[src/rtl/pkm_defs.svh]
// register offsets, field positions, reset values and timing counts
// assumes a 20 MHz core clock; included by its bare name
`ifndef PKM_DEFS_SVH
`define PKM_DEFS_SVH

`define PKM_ADDR_W          9
`define PKM_OFF_KEY_TIMING  9'h10F
`define PKM_OFF_PULL_LO     9'h110
`define PKM_OFF_PULL_HI     9'h111
`define PKM_OFF_OSC_TRIM    9'h112
`define PKM_OFF_RSVD        9'h113
`define PKM_OFF_MON_CTRL    9'h114
`define PKM_OFF_OFF_EN      9'h130
`define PKM_OFF_IRQ_STAT    9'h131
`define PKM_OFF_IRQ_CLR     9'h132
`define PKM_OFF_IRQ_EN      9'h133

`define PKM_KEY_DELAY_LSB   0
`define PKM_SHUT_DELAY_LSB  2
`define PKM_OSC_TRIM_LSB    4
`define PKM_MONITOR_OPERATING_MODE_LSB    4
`define PKM_START_DLY_LSB   6
`define PKM_EN_KEY_OFF      0
`define PKM_EN_PAIRED_OFF   1
`define PKM_EV_RANGE        0
`define PKM_EV_LOCK         1
`define PKM_EV_KEY_OFF      2
`define PKM_EV_PAIRED_OFF   3
`define PKM_EV_N            4

`define PKM_RST_KEY_TIMING  8'h0A
`define PKM_RST_ZERO        8'h00

`define PKM_CLK_PERIOD_NS   50
`define PKM_MS_NS           32'h000F_4240
`define PKM_MS_CYCLES       (`PKM_MS_NS / `PKM_CLK_PERIOD_NS)

// press thresholds in milliseconds
`define PKM_LOCK_MS_0       16'h03E8
`define PKM_LOCK_MS_1       16'h05DC
`define PKM_LOCK_MS_2       16'h07D0
`define PKM_LOCK_MS_3       16'h1B58
`define PKM_SHUT_MS_0       16'h0000
`define PKM_SHUT_MS_1       16'h0FA0
`define PKM_SHUT_MS_2       16'h1388
`define PKM_SHUT_MS_3       16'h1770

// measurements to skip before range comparison
`define PKM_DLY_MEAS_0      3'h0
`define PKM_DLY_MEAS_1      3'h1
`define PKM_DLY_MEAS_2      3'h2
`define PKM_DLY_MEAS_3      3'h4

`endif

[src/rtl/pkm_pkg.sv]
// types shared by the key, pull and monitor configuration block
// assumes nothing beyond a SystemVerilog compiler
package pkm_pkg;

   typedef enum logic [1:0] {
      PKM_MODE_LOCKOUT = 2'b00,
      PKM_MODE_AUTO    = 2'b01,
      PKM_MODE_BURST   = 2'b10,
      PKM_MODE_RSVD    = 2'b11
   } pkm_monitor_operating_mode_t;

   typedef enum logic [2:0] {
      PKM_MS_OFF   = 3'b001,
      PKM_MS_DELAY = 3'b010,
      PKM_MS_ARMED = 3'b100
   } pkm_mon_state_t;

endpackage : pkm_pkg

[src/rtl/pkm_press_timer.sv]
// saturating press timer: counts millisecond ticks while a press is held
// assumes ms_tick is a one-cycle pulse from a divider on mclk
`timescale 1ns/1ps
module pkm_press_timer #(
   parameter int TW = 16
) (
   input  wire logic          mclk,
   input  wire logic          sys_rst,
   input  wire logic          ms_tick,
   input  wire logic          pressed,
   input  wire logic [TW-1:0] threshold,
   output logic               reached
);

   logic [TW-1:0] count_reg;
   logic [TW-1:0] count_next;
   logic          reached_next;

   always_comb begin
      count_next = count_reg;
      if (!pressed) begin
         count_next = '0;
      end else if (ms_tick && (count_reg != {TW{1'b1}})) begin
         count_next = count_reg + 1'b1;
      end
      // compared every cycle, so a rewritten threshold applies at once
      reached_next = pressed && (count_next >= threshold);
   end

   always_ff @(posedge mclk) begin
      if (sys_rst) begin
         count_reg <= '0;
         reached   <= 1'b0;
      end else begin
         count_reg <= count_next;
         reached   <= reached_next;
      end
   end

   property p_release_clears;
      @(posedge mclk) disable iff (sys_rst)
      !pressed |=> (count_reg == '0) && !reached;
   endproperty
   a_release_clears: assert property (p_release_clears) else $error("press timer not cleared on release");

   property p_reached_cause;
      @(posedge mclk) disable iff (sys_rst)
      $rose(reached) |-> $past(pressed) && (count_reg >= $past(threshold));
   endproperty
   a_reached_cause: assert property (p_reached_cause) else $error("threshold reached without enough press");

endmodule : pkm_press_timer

[src/rtl/pkm_range_monitor.sv]
// regulator output monitor: start delay and event/shutdown per operating mode
// assumes meas_done, third_slot_done are one-cycle pulses from the measurement sequencer
`timescale 1ns/1ps
`include "pkm_defs.svh"
module pkm_range_monitor (
   input  wire logic                  mclk,
   input  wire logic                  sys_rst,
   input  wire logic                  regulator_on,
   input  wire logic                  meas_done,
   input  wire logic                  third_slot_done,
   input  wire logic                  out_of_range,
   input  wire logic [1:0]            start_delay,
   input  pkm_pkg::pkm_monitor_operating_mode_t     mode,
   output logic                       fault_pulse,
   output logic                       regulator_off
);

   pkm_pkg::pkm_mon_state_t state_reg;
   pkm_pkg::pkm_mon_state_t state_next;
   logic [2:0]              dcnt_reg;
   logic [2:0]              dcnt_next;
   logic [2:0]              need;
   logic                    fault_next;
   logic                    off_next;
   logic                    lockout_hit;

   always_comb begin
      unique case (start_delay)
         2'b00:   need = `PKM_DLY_MEAS_0;
         2'b01:   need = `PKM_DLY_MEAS_1;
         2'b10:   need = `PKM_DLY_MEAS_2;
         default: need = `PKM_DLY_MEAS_3;
      endcase
      state_next = state_reg;
      dcnt_next  = dcnt_reg;
      unique case (state_reg)
         pkm_pkg::PKM_MS_OFF: begin
            dcnt_next = need;
            if (regulator_on) begin
               state_next = (need == 3'h0) ? pkm_pkg::PKM_MS_ARMED : pkm_pkg::PKM_MS_DELAY;
            end
         end
         pkm_pkg::PKM_MS_DELAY: begin
            if (meas_done) begin
               dcnt_next = dcnt_reg - 3'h1;
               if (dcnt_reg == 3'h1) begin
                  state_next = pkm_pkg::PKM_MS_ARMED;
               end
            end
         end
         pkm_pkg::PKM_MS_ARMED: begin
         end
         default: state_next = pkm_pkg::PKM_MS_OFF;
      endcase
      if (!regulator_on) begin
         state_next = pkm_pkg::PKM_MS_OFF;
      end
      lockout_hit = regulator_on && (state_reg == pkm_pkg::PKM_MS_ARMED) && meas_done && out_of_range;
      unique case (mode)
         pkm_pkg::PKM_MODE_LOCKOUT: fault_next = lockout_hit;
         pkm_pkg::PKM_MODE_AUTO:    fault_next = meas_done;
         pkm_pkg::PKM_MODE_BURST:   fault_next = third_slot_done;
         default:                   fault_next = 1'b0;
      endcase
      // the regulator stays off until software or the sequencer drops its enable
      off_next = regulator_on && (regulator_off ||
                 ((mode == pkm_pkg::PKM_MODE_LOCKOUT) && lockout_hit));
   end

   always_ff @(posedge mclk) begin
      if (sys_rst) begin
         state_reg     <= pkm_pkg::PKM_MS_OFF;
         dcnt_reg      <= 3'h0;
         fault_pulse   <= 1'b0;
         regulator_off <= 1'b0;
      end else begin
         state_reg     <= state_next;
         dcnt_reg      <= dcnt_next;
         fault_pulse   <= fault_next;
         regulator_off <= off_next;
      end
   end

   property p_lockout_off;
      @(posedge mclk) disable iff (sys_rst)
      (mode == pkm_pkg::PKM_MODE_LOCKOUT) && lockout_hit |=> regulator_off && fault_pulse;
   endproperty
   a_lockout_off: assert property (p_lockout_off) else $error("lockout fault did not shut regulator");

   property p_auto_event;
      @(posedge mclk) disable iff (sys_rst)
      (mode == pkm_pkg::PKM_MODE_AUTO) && meas_done |=> fault_pulse;
   endproperty
   a_auto_event: assert property (p_auto_event) else $error("auto measurement gave no event");

   property p_burst_quiet;
      @(posedge mclk) disable iff (sys_rst)
      (mode == pkm_pkg::PKM_MODE_BURST) && !third_slot_done |=> !fault_pulse && !regulator_off;
   endproperty
   a_burst_quiet: assert property (p_burst_quiet) else $error("burst event outside third slot");

   property p_delay_blocks;
      @(posedge mclk) disable iff (sys_rst)
      (state_reg != pkm_pkg::PKM_MS_ARMED) && (mode == pkm_pkg::PKM_MODE_LOCKOUT) |=> !fault_pulse;
   endproperty
   a_delay_blocks: assert property (p_delay_blocks) else $error("range compared before start delay");

endmodule : pkm_range_monitor

[src/rtl/pkm_top.sv]
// configuration slice: key press timing, pin pulls, oscillator trim, regulator monitor
// assumes a byte register port on mclk with read data one cycle after the read strobe
//
// What this block does
// - the shutdown press threshold is the lock time plus 0, 4, 5 or 6 s chosen by a two-bit field.
// - the key lock asserts after a held press of 1, 1.5, 2 or 7 s chosen by a two-bit field.
// - sixteen pull bits, pins 0-7 in the low register and 8-15 in the next, enable input pull-downs.
// - on an open-drain output a set pull bit enables the pull-up on the pin's selected rail.
// - a signed four-bit trim in bits 7:4 offsets the fast oscillator in 1.33 percent steps.
// - range comparison starts at once or after one, two or four measurements after enable.
// - mode 01 raises the range event and interrupt on every finished automatic measurement.
// - mode 10 raises the event only after the third channel slot; mode 11 raises nothing.
// - long-press key shutdown happens only while the key shutdown enable is set.
// - paired-pin shutdown happens only while the paired-pin shutdown enable is set.
//
// Our own choice: the address-and-strobe port.
`timescale 1ns/1ps
`include "pkm_defs.svh"
module pkm_top #(
   parameter int MS_CYCLES = `PKM_MS_CYCLES
) (
   input  wire logic                   mclk,
   input  wire logic                   sys_rst,
   input  wire logic [`PKM_ADDR_W-1:0] reg_addr,
   input  wire logic [7:0]             reg_wr_data,
   input  wire logic                   reg_wr,
   input  wire logic                   reg_rd,
   output logic      [7:0]             reg_rd_data,
   input  wire logic                   power_key_pin,
   input  wire logic                   paired_pin_a,
   input  wire logic                   paired_pin_b,
   input  wire logic [15:0]            pin_is_open_drain,
   input  wire logic [15:0]            pin_type_rail_select,
   input  wire logic                   regulator_on,
   input  wire logic                   meas_done,
   input  wire logic                   third_slot_done,
   input  wire logic                   out_of_range,
   output logic                        power_key_locked,
   output logic                        key_off_req,
   output logic                        paired_off_req,
   output logic      [15:0]            pin_pulldown_en,
   output logic      [15:0]            pin_pullup_en,
   output logic      [15:0]            pin_pullup_rail,
   output logic      [3:0]             hf_osc_trim,
   output logic                        regulator_off_req,
   output logic                        interrupt_out_n
);

   localparam int DW = $clog2(MS_CYCLES);

   // decode of the press threshold fields, shared by lock and shutdown timers
   function automatic logic [15:0] lock_ms(input logic [1:0] code);
      unique case (code)
         2'b00:   lock_ms = `PKM_LOCK_MS_0;
         2'b01:   lock_ms = `PKM_LOCK_MS_1;
         2'b10:   lock_ms = `PKM_LOCK_MS_2;
         default: lock_ms = `PKM_LOCK_MS_3;
      endcase
   endfunction : lock_ms

   function automatic logic [15:0] shut_ms(input logic [1:0] code);
      unique case (code)
         2'b00:   shut_ms = `PKM_SHUT_MS_0;
         2'b01:   shut_ms = `PKM_SHUT_MS_1;
         2'b10:   shut_ms = `PKM_SHUT_MS_2;
         default: shut_ms = `PKM_SHUT_MS_3;
      endcase
   endfunction : shut_ms

   // ---------------- register file
   logic [7:0]            key_timing_reg;
   logic [7:0]            key_timing_next;
   logic [7:0]            pull_lo_reg;
   logic [7:0]            pull_lo_next;
   logic [7:0]            pull_hi_reg;
   logic [7:0]            pull_hi_next;
   logic [3:0]            osc_trim_reg;
   logic [3:0]            osc_trim_next;
   logic [7:0]            rsvd_reg;
   logic [7:0]            rsvd_next;
   logic [7:0]            mon_ctrl_reg;
   logic [7:0]            mon_ctrl_next;
   logic [1:0]            off_en_reg;
   logic [1:0]            off_en_next;
   logic [`PKM_EV_N-1:0]  irq_en_reg;
   logic [`PKM_EV_N-1:0]  irq_en_next;
   logic [`PKM_EV_N-1:0]  irq_stat_reg;
   logic [`PKM_EV_N-1:0]  irq_stat_next;
   logic [`PKM_EV_N-1:0]  irq_clr;
   logic [`PKM_EV_N-1:0]  events;
   logic [7:0]            rd_mux;
   logic [7:0]            rd_data_next;

   always_comb begin
      key_timing_next = key_timing_reg;
      pull_lo_next    = pull_lo_reg;
      pull_hi_next    = pull_hi_reg;
      osc_trim_next   = osc_trim_reg;
      rsvd_next       = rsvd_reg;
      mon_ctrl_next   = mon_ctrl_reg;
      off_en_next     = off_en_reg;
      irq_en_next     = irq_en_reg;
      irq_clr         = '0;
      if (reg_wr) begin
         unique case (reg_addr)
            `PKM_OFF_KEY_TIMING: key_timing_next = reg_wr_data;
            `PKM_OFF_PULL_LO:    pull_lo_next    = reg_wr_data;
            `PKM_OFF_PULL_HI:    pull_hi_next    = reg_wr_data;
            `PKM_OFF_OSC_TRIM:   osc_trim_next   = reg_wr_data[`PKM_OSC_TRIM_LSB +: 4];
            `PKM_OFF_RSVD:       rsvd_next       = reg_wr_data;
            `PKM_OFF_MON_CTRL:   mon_ctrl_next   = reg_wr_data;
            `PKM_OFF_OFF_EN:     off_en_next     = reg_wr_data[1:0];
            `PKM_OFF_IRQ_CLR:    irq_clr         = reg_wr_data[`PKM_EV_N-1:0];
            `PKM_OFF_IRQ_EN:     irq_en_next     = reg_wr_data[`PKM_EV_N-1:0];
            default: ;
         endcase
      end
      rd_mux = 8'h00;
      unique case (reg_addr)
         `PKM_OFF_KEY_TIMING: rd_mux = key_timing_reg;
         `PKM_OFF_PULL_LO:    rd_mux = pull_lo_reg;
         `PKM_OFF_PULL_HI:    rd_mux = pull_hi_reg;
         `PKM_OFF_OSC_TRIM:   rd_mux = {osc_trim_reg, 4'h0};
         `PKM_OFF_RSVD:       rd_mux = rsvd_reg;
         `PKM_OFF_MON_CTRL:   rd_mux = mon_ctrl_reg;
         `PKM_OFF_OFF_EN:     rd_mux = {6'h00, off_en_reg};
         `PKM_OFF_IRQ_STAT:   rd_mux = {4'h0, irq_stat_reg};
         `PKM_OFF_IRQ_EN:     rd_mux = {4'h0, irq_en_reg};
         default:             rd_mux = 8'h00;
      endcase
      // read data is valid only in the cycle after the strobe
      rd_data_next = reg_rd ? rd_mux : 8'h00;
      // a new event outranks a clear written in the same cycle
      irq_stat_next = (irq_stat_reg & ~irq_clr) | events;
   end

   always_ff @(posedge mclk) begin
      if (sys_rst) begin
         key_timing_reg <= `PKM_RST_KEY_TIMING;
         pull_lo_reg    <= `PKM_RST_ZERO;
         pull_hi_reg    <= `PKM_RST_ZERO;
         osc_trim_reg   <= 4'h0;
         rsvd_reg       <= `PKM_RST_ZERO;
         mon_ctrl_reg   <= `PKM_RST_ZERO;
         off_en_reg     <= 2'h0;
         irq_en_reg     <= '0;
         irq_stat_reg   <= '0;
         reg_rd_data    <= 8'h00;
      end else begin
         key_timing_reg <= key_timing_next;
         pull_lo_reg    <= pull_lo_next;
         pull_hi_reg    <= pull_hi_next;
         osc_trim_reg   <= osc_trim_next;
         rsvd_reg       <= rsvd_next;
         mon_ctrl_reg   <= mon_ctrl_next;
         off_en_reg     <= off_en_next;
         irq_en_reg     <= irq_en_next;
         irq_stat_reg   <= irq_stat_next;
         reg_rd_data    <= rd_data_next;
      end
   end

   // ---------------- millisecond divider
   logic [DW-1:0] div_reg;
   logic [DW-1:0] div_next;
   logic          ms_tick_reg;
   logic          ms_tick_next;

   always_comb begin
      ms_tick_next = (div_reg == DW'(MS_CYCLES - 1));
      div_next     = ms_tick_next ? '0 : div_reg + 1'b1;
   end

   always_ff @(posedge mclk) begin
      if (sys_rst) begin
         div_reg     <= '0;
         ms_tick_reg <= 1'b0;
      end else begin
         div_reg     <= div_next;
         ms_tick_reg <= ms_tick_next;
      end
   end

   // ---------------- press timers
   logic [15:0] lock_thr;
   logic [15:0] off_thr;
   logic        key_pressed;
   logic        pair_pressed;
   logic        lock_hit;
   logic        key_off_hit;
   logic        pair_off_hit;

   always_comb begin
      lock_thr     = lock_ms(key_timing_reg[`PKM_KEY_DELAY_LSB +: 2]);
      off_thr      = 16'(lock_thr + shut_ms(key_timing_reg[`PKM_SHUT_DELAY_LSB +: 2]));
      key_pressed  = !power_key_pin;
      pair_pressed = paired_pin_a && paired_pin_b;
   end

   pkm_press_timer #(.TW(16)) u_lock_timer (
      .mclk      (mclk),
      .sys_rst   (sys_rst),
      .ms_tick   (ms_tick_reg),
      .pressed   (key_pressed),
      .threshold (lock_thr),
      .reached   (lock_hit)
   );

   pkm_press_timer #(.TW(16)) u_key_off_timer (
      .mclk      (mclk),
      .sys_rst   (sys_rst),
      .ms_tick   (ms_tick_reg),
      .pressed   (key_pressed),
      .threshold (off_thr),
      .reached   (key_off_hit)
   );

   pkm_press_timer #(.TW(16)) u_pair_off_timer (
      .mclk      (mclk),
      .sys_rst   (sys_rst),
      .ms_tick   (ms_tick_reg),
      .pressed   (pair_pressed),
      .threshold (off_thr),
      .reached   (pair_off_hit)
   );

   // ---------------- monitor
   logic mon_fault;
   logic mon_off;

   pkm_range_monitor u_monitor (
      .mclk            (mclk),
      .sys_rst         (sys_rst),
      .regulator_on    (regulator_on),
      .meas_done       (meas_done),
      .third_slot_done (third_slot_done),
      .out_of_range    (out_of_range),
      .start_delay     (mon_ctrl_reg[`PKM_START_DLY_LSB +: 2]),
      .mode            (pkm_pkg::pkm_monitor_operating_mode_t'(mon_ctrl_reg[`PKM_MONITOR_OPERATING_MODE_LSB +: 2])),
      .fault_pulse     (mon_fault),
      .regulator_off   (mon_off)
   );

   // ---------------- outputs
   logic        locked_next;
   logic        key_off_next;
   logic        pair_off_next;
   logic [15:0] pulldown_next;
   logic [15:0] pullup_next;
   logic        irq_n_next;

   always_comb begin
      locked_next   = lock_hit;
      key_off_next  = key_off_hit && off_en_reg[`PKM_EN_KEY_OFF];
      pair_off_next = pair_off_hit && off_en_reg[`PKM_EN_PAIRED_OFF];
      pulldown_next = {pull_hi_reg, pull_lo_reg} & ~pin_is_open_drain;
      pullup_next   = {pull_hi_reg, pull_lo_reg} & pin_is_open_drain;
      events                      = '0;
      events[`PKM_EV_RANGE]       = mon_fault;
      events[`PKM_EV_LOCK]        = locked_next && !power_key_locked;
      events[`PKM_EV_KEY_OFF]     = key_off_next && !key_off_req;
      events[`PKM_EV_PAIRED_OFF]  = pair_off_next && !paired_off_req;
      irq_n_next = ~|(irq_stat_reg & irq_en_reg);
   end

   always_ff @(posedge mclk) begin
      if (sys_rst) begin
         power_key_locked  <= 1'b0;
         key_off_req       <= 1'b0;
         paired_off_req    <= 1'b0;
         pin_pulldown_en   <= 16'h0000;
         pin_pullup_en     <= 16'h0000;
         pin_pullup_rail   <= 16'h0000;
         hf_osc_trim       <= 4'h0;
         regulator_off_req <= 1'b0;
         interrupt_out_n   <= 1'b1;
      end else begin
         power_key_locked  <= locked_next;
         key_off_req       <= key_off_next;
         paired_off_req    <= pair_off_next;
         pin_pulldown_en   <= pulldown_next;
         pin_pullup_en     <= pullup_next;
         pin_pullup_rail   <= pin_type_rail_select;
         hf_osc_trim       <= osc_trim_reg;
         regulator_off_req <= mon_off;
         interrupt_out_n   <= irq_n_next;
      end
   end

   property p_key_off_gate;
      @(posedge mclk) disable iff (sys_rst)
      !off_en_reg[`PKM_EN_KEY_OFF] |=> !key_off_req;
   endproperty
   a_key_off_gate: assert property (p_key_off_gate) else $error("key shutdown while disabled");

   property p_pair_off_gate;
      @(posedge mclk) disable iff (sys_rst)
      (!off_en_reg[`PKM_EN_PAIRED_OFF] |=> !paired_off_req) and
      (!(paired_pin_a && paired_pin_b) |=> ##1 !paired_off_req);
   endproperty
   a_pair_off_gate: assert property (p_pair_off_gate) else $error("paired shutdown without cause");

   property p_pull_split;
      @(posedge mclk) disable iff (sys_rst)
      ##1 (pin_pulldown_en & pin_pullup_en) == 16'h0000 &&
      (pin_pulldown_en | pin_pullup_en) == $past({pull_hi_reg, pull_lo_reg});
   endproperty
   a_pull_split: assert property (p_pull_split) else $error("pull enables disagree with pull bits");

   property p_irq_level;
      @(posedge mclk) disable iff (sys_rst)
      mon_fault && irq_en_reg[`PKM_EV_RANGE] && !irq_clr[`PKM_EV_RANGE] &&
      !(reg_wr && (reg_addr == `PKM_OFF_IRQ_EN)) |=> ##1 !interrupt_out_n;
   endproperty
   a_irq_level: assert property (p_irq_level) else $error("range event did not raise interrupt");

   property p_rd_window;
      @(posedge mclk) disable iff (sys_rst)
      !reg_rd |=> reg_rd_data == 8'h00;
   endproperty
   a_rd_window: assert property (p_rd_window) else $error("read data outside its cycle");

endmodule : pkm_top

[config.mk]
export PLATFORM = sky130hd
export DESIGN_NAME = pkm_top
export DESIGN_NICKNAME = d
export VERILOG_FILES = /design/src/rtl/pkm_pkg.sv /design/src/rtl/pkm_press_timer.sv /design/src/rtl/pkm_range_monitor.sv /design/src/rtl/pkm_top.sv
export VERILOG_INCLUDE_DIRS = /design/src /design/src/rtl
export SDC_FILE = /design/constraint.sdc
export NUM_CORES = 1
export LEC_CHECK = 0
export BUFFER_PORTS_ARGS = -buffer_cell sky130_fd_sc_hd__buf_2
export CAP_MARGIN = 0
export CORE_ASPECT_RATIO = 0.7
export CORE_MARGIN = 2
export CORE_UTILIZATION = 35
export CTS_CLUSTER_SIZE = 30
export DETAILED_ROUTE_END_ITERATION = 8
export GPL_TIMING_DRIVEN = 0
export PLACE_DENSITY = 0.57
export SYNTH_ARGS = -nofsm -noshare
export SYNTH_HDL_FRONTEND = slang
export SYNTH_SLANG_ARGS = --single-unit
[constraint.sdc]
create_clock -name mclk -period 6.05 [get_ports mclk]
set_input_delay 0.605 -clock mclk [delete_from_list [all_inputs] [get_ports mclk]]
set_output_delay 0.605 -clock mclk [all_outputs]
set_load 0.01 [all_outputs]
==> results.cfg <==
[grt]
grt_pass1_vias = 7366
grt_pass1_wl_um = 40300
grt_use_total_pct = 18.8
antenna_found_initial = 2
grt_overflow = 0
grt_max_degree = 18

[synth]
synth_xor_xnor_area_share_pct = 6.16
synth_adder_area_share_pct = 7.67
yosysWarnings = 0
synth.top_cell.area_share_pct = 42.7
synth-seq-cells = 194
synth.distinct_cells = 72
synthArstFlopShare_pct = 0
yosysSeqAreaShare_pct = 42.7
synth_edf_count = 0
ys.flop_type = dfxtp_1
syn-num-nets = 1170
synth_area_leaders = dfxtp_1, ha_1, nor2_1, nand2_1, a21oi_1
syn_area_sq_mm = 0.00910
synth_top_family_by_area = simple AND/OR/NAND/NOR gates
synth_compound_area_share_pct = 12.6
synth_cells = 1055
yosysTopAreaCell = dfxtp_1
synth_mux_area_share_pct = 0.454
synthSimpleGateAreaFrac_pct = 27.5
avgSynthCellArea_sq_um = 8.63

[status]
run_status = finished, final reports clean

[clocking]
cts_tree = done
cts.clk_slew.worst_paths_ns = 0.07
ctsHtreeMaxLevel = 4
clock_latency_ns = 0.44
cts_resized = 0
numCtsBuffers = 17
cts.sinks = 194
clockRootBuffer = clkbuf_16
cts-hold-fix-buffers = 0
cts_buffer_depth = 2
postCtsSetupBuffers = 0

[drt]
wirelength_um = 25500
ant_nets = 0
wire_per_inst_um = 16.6
drt-initial-drc-count = 768
first_pass_iters = 5
post-route-drc-count = 0
dr_total_vias = 7989
viasPerCell = 5.19

[floorplanning]
initial_utilization_pct = 35.5
num_rows = 49
floorplan.io_pins = 125
die_h_um = 139
die_area_sq_mm = 0.0273
die_w_um = 197
core_sq_mm = 0.0256

[layout]
final_common_cell = dfxtp_1
nNetsFinal = 1308
synthToLayoutAreaGrowth_pct = 17.3
layout_common_cells = dfxtp_1, buf_2, nor2_1
final_core_util_pct = 41.7
fin_area_sq_mm = 0.0107
drive_gt1_share_pct = 14.4

[worst_setup_path]
cp_cell_sequence = inv_1 -> ha_1 -> or2_1 -> ha_1 -> o21ai_0 -> nand2_1 -> nand2_1 -> nand2_1 -> a31oi_1 -> xor2_1 -> ha_1 -> nand4_1 -> nor3_1 -> o311ai_0 -> a32oi_1 -> o221a_2
critical_path_peak_fanout = 6
endpoint_kind = flop
crit_family = compound AO/OA/AOI/OAI gates
r2r_end = u_key_off_timer.reached
slowest_delay_ns = 0.46
critPathCapture = u_key_off_timer.reached
crit_start = key_timing_reg[3]
crit_cells = 16
worstSetupPathType = flop to flop
reg2reg_setup_slack_ns = 2.15
path_buf_inv = 1
worstPathArrival_ns = 4.26
startpoint_type = flop
cpMaxStageDelayCell = dfxtp_1
r2r_start = key_timing_reg[3]
worstPathRequired_ns = 6.42
rr_worst_depth = 16

[timing]
maxSlewHeadroom_pct = 42.4
hold_viol = 0
fin_skew_ns = 0.0111
rsz0062_at_grt = no
fin_crit_sh_pct = 64.4
final_max_slew_viol_count = 0
tightest_slew_ns = 0.858
fin_setup_tns_ns = 0
clock.fmax_mhz = 257
setup_viol = 0
timing.hold.ws_ns = 0.331
fin_crit_ns = 3.90

[pwr]
p_leak_uw = 0.00420
p_per_area_mw_per_mm2 = 235
power_uw = 2510
vdd_drop_max_mv = 0.208

[place]
postPlaceCellArea_sq_mm = 0.0101
place.gp.congestion = 0.857
io_buffers = 119
hpwlAfterDp_um = 19300

[min_path]
hp-class = input port to flop
hold_depth = 2

[run]
cap_viol_max_count = 0
## worst min path at each step
stage	from	end	slack (ns)
floorplan	u_monitor.fault_pulse	irq_stat_reg[0]	0.41
global placement	u_monitor.fault_pulse	irq_stat_reg[0]	0.43
detailed placement	u_monitor.fault_pulse	irq_stat_reg[0]	0.43
CTS	pin_is_open_drain[7]	pin_pulldown_en[7]	0.31
global route	pin_is_open_drain[10]	pin_pulldown_en[10]	0.32
finish	pin_is_open_drain[6]	pin_pulldown_en[6]	0.33
## synthesized netlist by cell type, types with 2 or more instances
cell type / n
nor3b_2: 2
nor3b_1: 20
nor2b_1: 30
a21o_1: 10
and4_1: 6
a211o_1: 2
a22o_1: 6
xnor2_1: 29
mux2i_1: 3
nor3_1: 22
nand2b_1: 9
inv_1: 29
o21ai_0: 15
o31ai_1: 3
or3_1: 3
or2_2: 3
and3b_1: 18
a31oi_1: 8
a211oi_1: 2
nand2_1: 120
o21a_1: 6
dfxtp_1: 194
nand3_1: 72
nor4_1: 3
o211ai_1: 2
nand4_1: 18
a22oi_1: 17
o21bai_1: 2
o22ai_1: 2
and2_1: 8
nor2_1: 124
xor2_1: 35
nand3b_1: 8
a21oi_1: 77
ha_1: 55
clkbuf_1: 32
and3_1: 13
buf_2: 8
a222oi_1: 2
a221oi_1: 4
o311ai_0: 2
## cell type report
class | count | area [sq um]
buffer | 41 | 164
sequential | 194 | 3880
inverter | 29 | 109
clock inverter | 12 | 126
clock buffer | 19 | 433
tap | 331 | 414
multi-input combinational | 791 | 4940
antenna | 2 | 5.00
fill | 2633 | 15000
timing repair buffer | 119 | 596
## per-layer routing
metal	vias up	GRT usage (%)	share of wire (%)
li1	3962	-	-
met1	3770	29.6	53
met2	244	25.4	40
met3	13	4.04	6.7
met4	0	4.63	0.81
met5	-	0	0
## power breakdown
group | leakage, uW | total, uW | switching, uW | internal [uW]
registers | 0.00157 | 1290 | 4.82 | 1280
logic | 0.00236 | 111 | 75.4 | 35.2
clock network | 0.000267 | 1110 | 531 | 577
## metrics by stage
stage	instances	worst slack, ns
finish	1538	2.15
global route	1538	1.81
CTS	1536	2.12
detailed placement	1505	2.22
global placement	1505	2.26
floorplan	1055	2.94
## worst register-to-register path, cell delays in order, from the launching register on
cell	delay (ns)
dfxtp_1	0.46
inv_1	0.12
ha_1	0.25
or2_1	0.29
ha_1	0.37
o21ai_0	0.13
nand2_1	0.12
nand2_1	0.08
nand2_1	0.05
a31oi_1	0.23
xor2_1	0.33
ha_1	0.20
nand4_1	0.12
nor3_1	0.32
o311ai_0	0.22
a32oi_1	0.26
o221a_2	0.26
## kinds of logic after synthesis
logic type      count (synthesis)
mux                             4
flops                         194
xor+xnor                       64
simple gates                  492
fa+ha+maj                      56
buf+inv                        70
compound gates                175
Power figures use the tool's default switching activity.
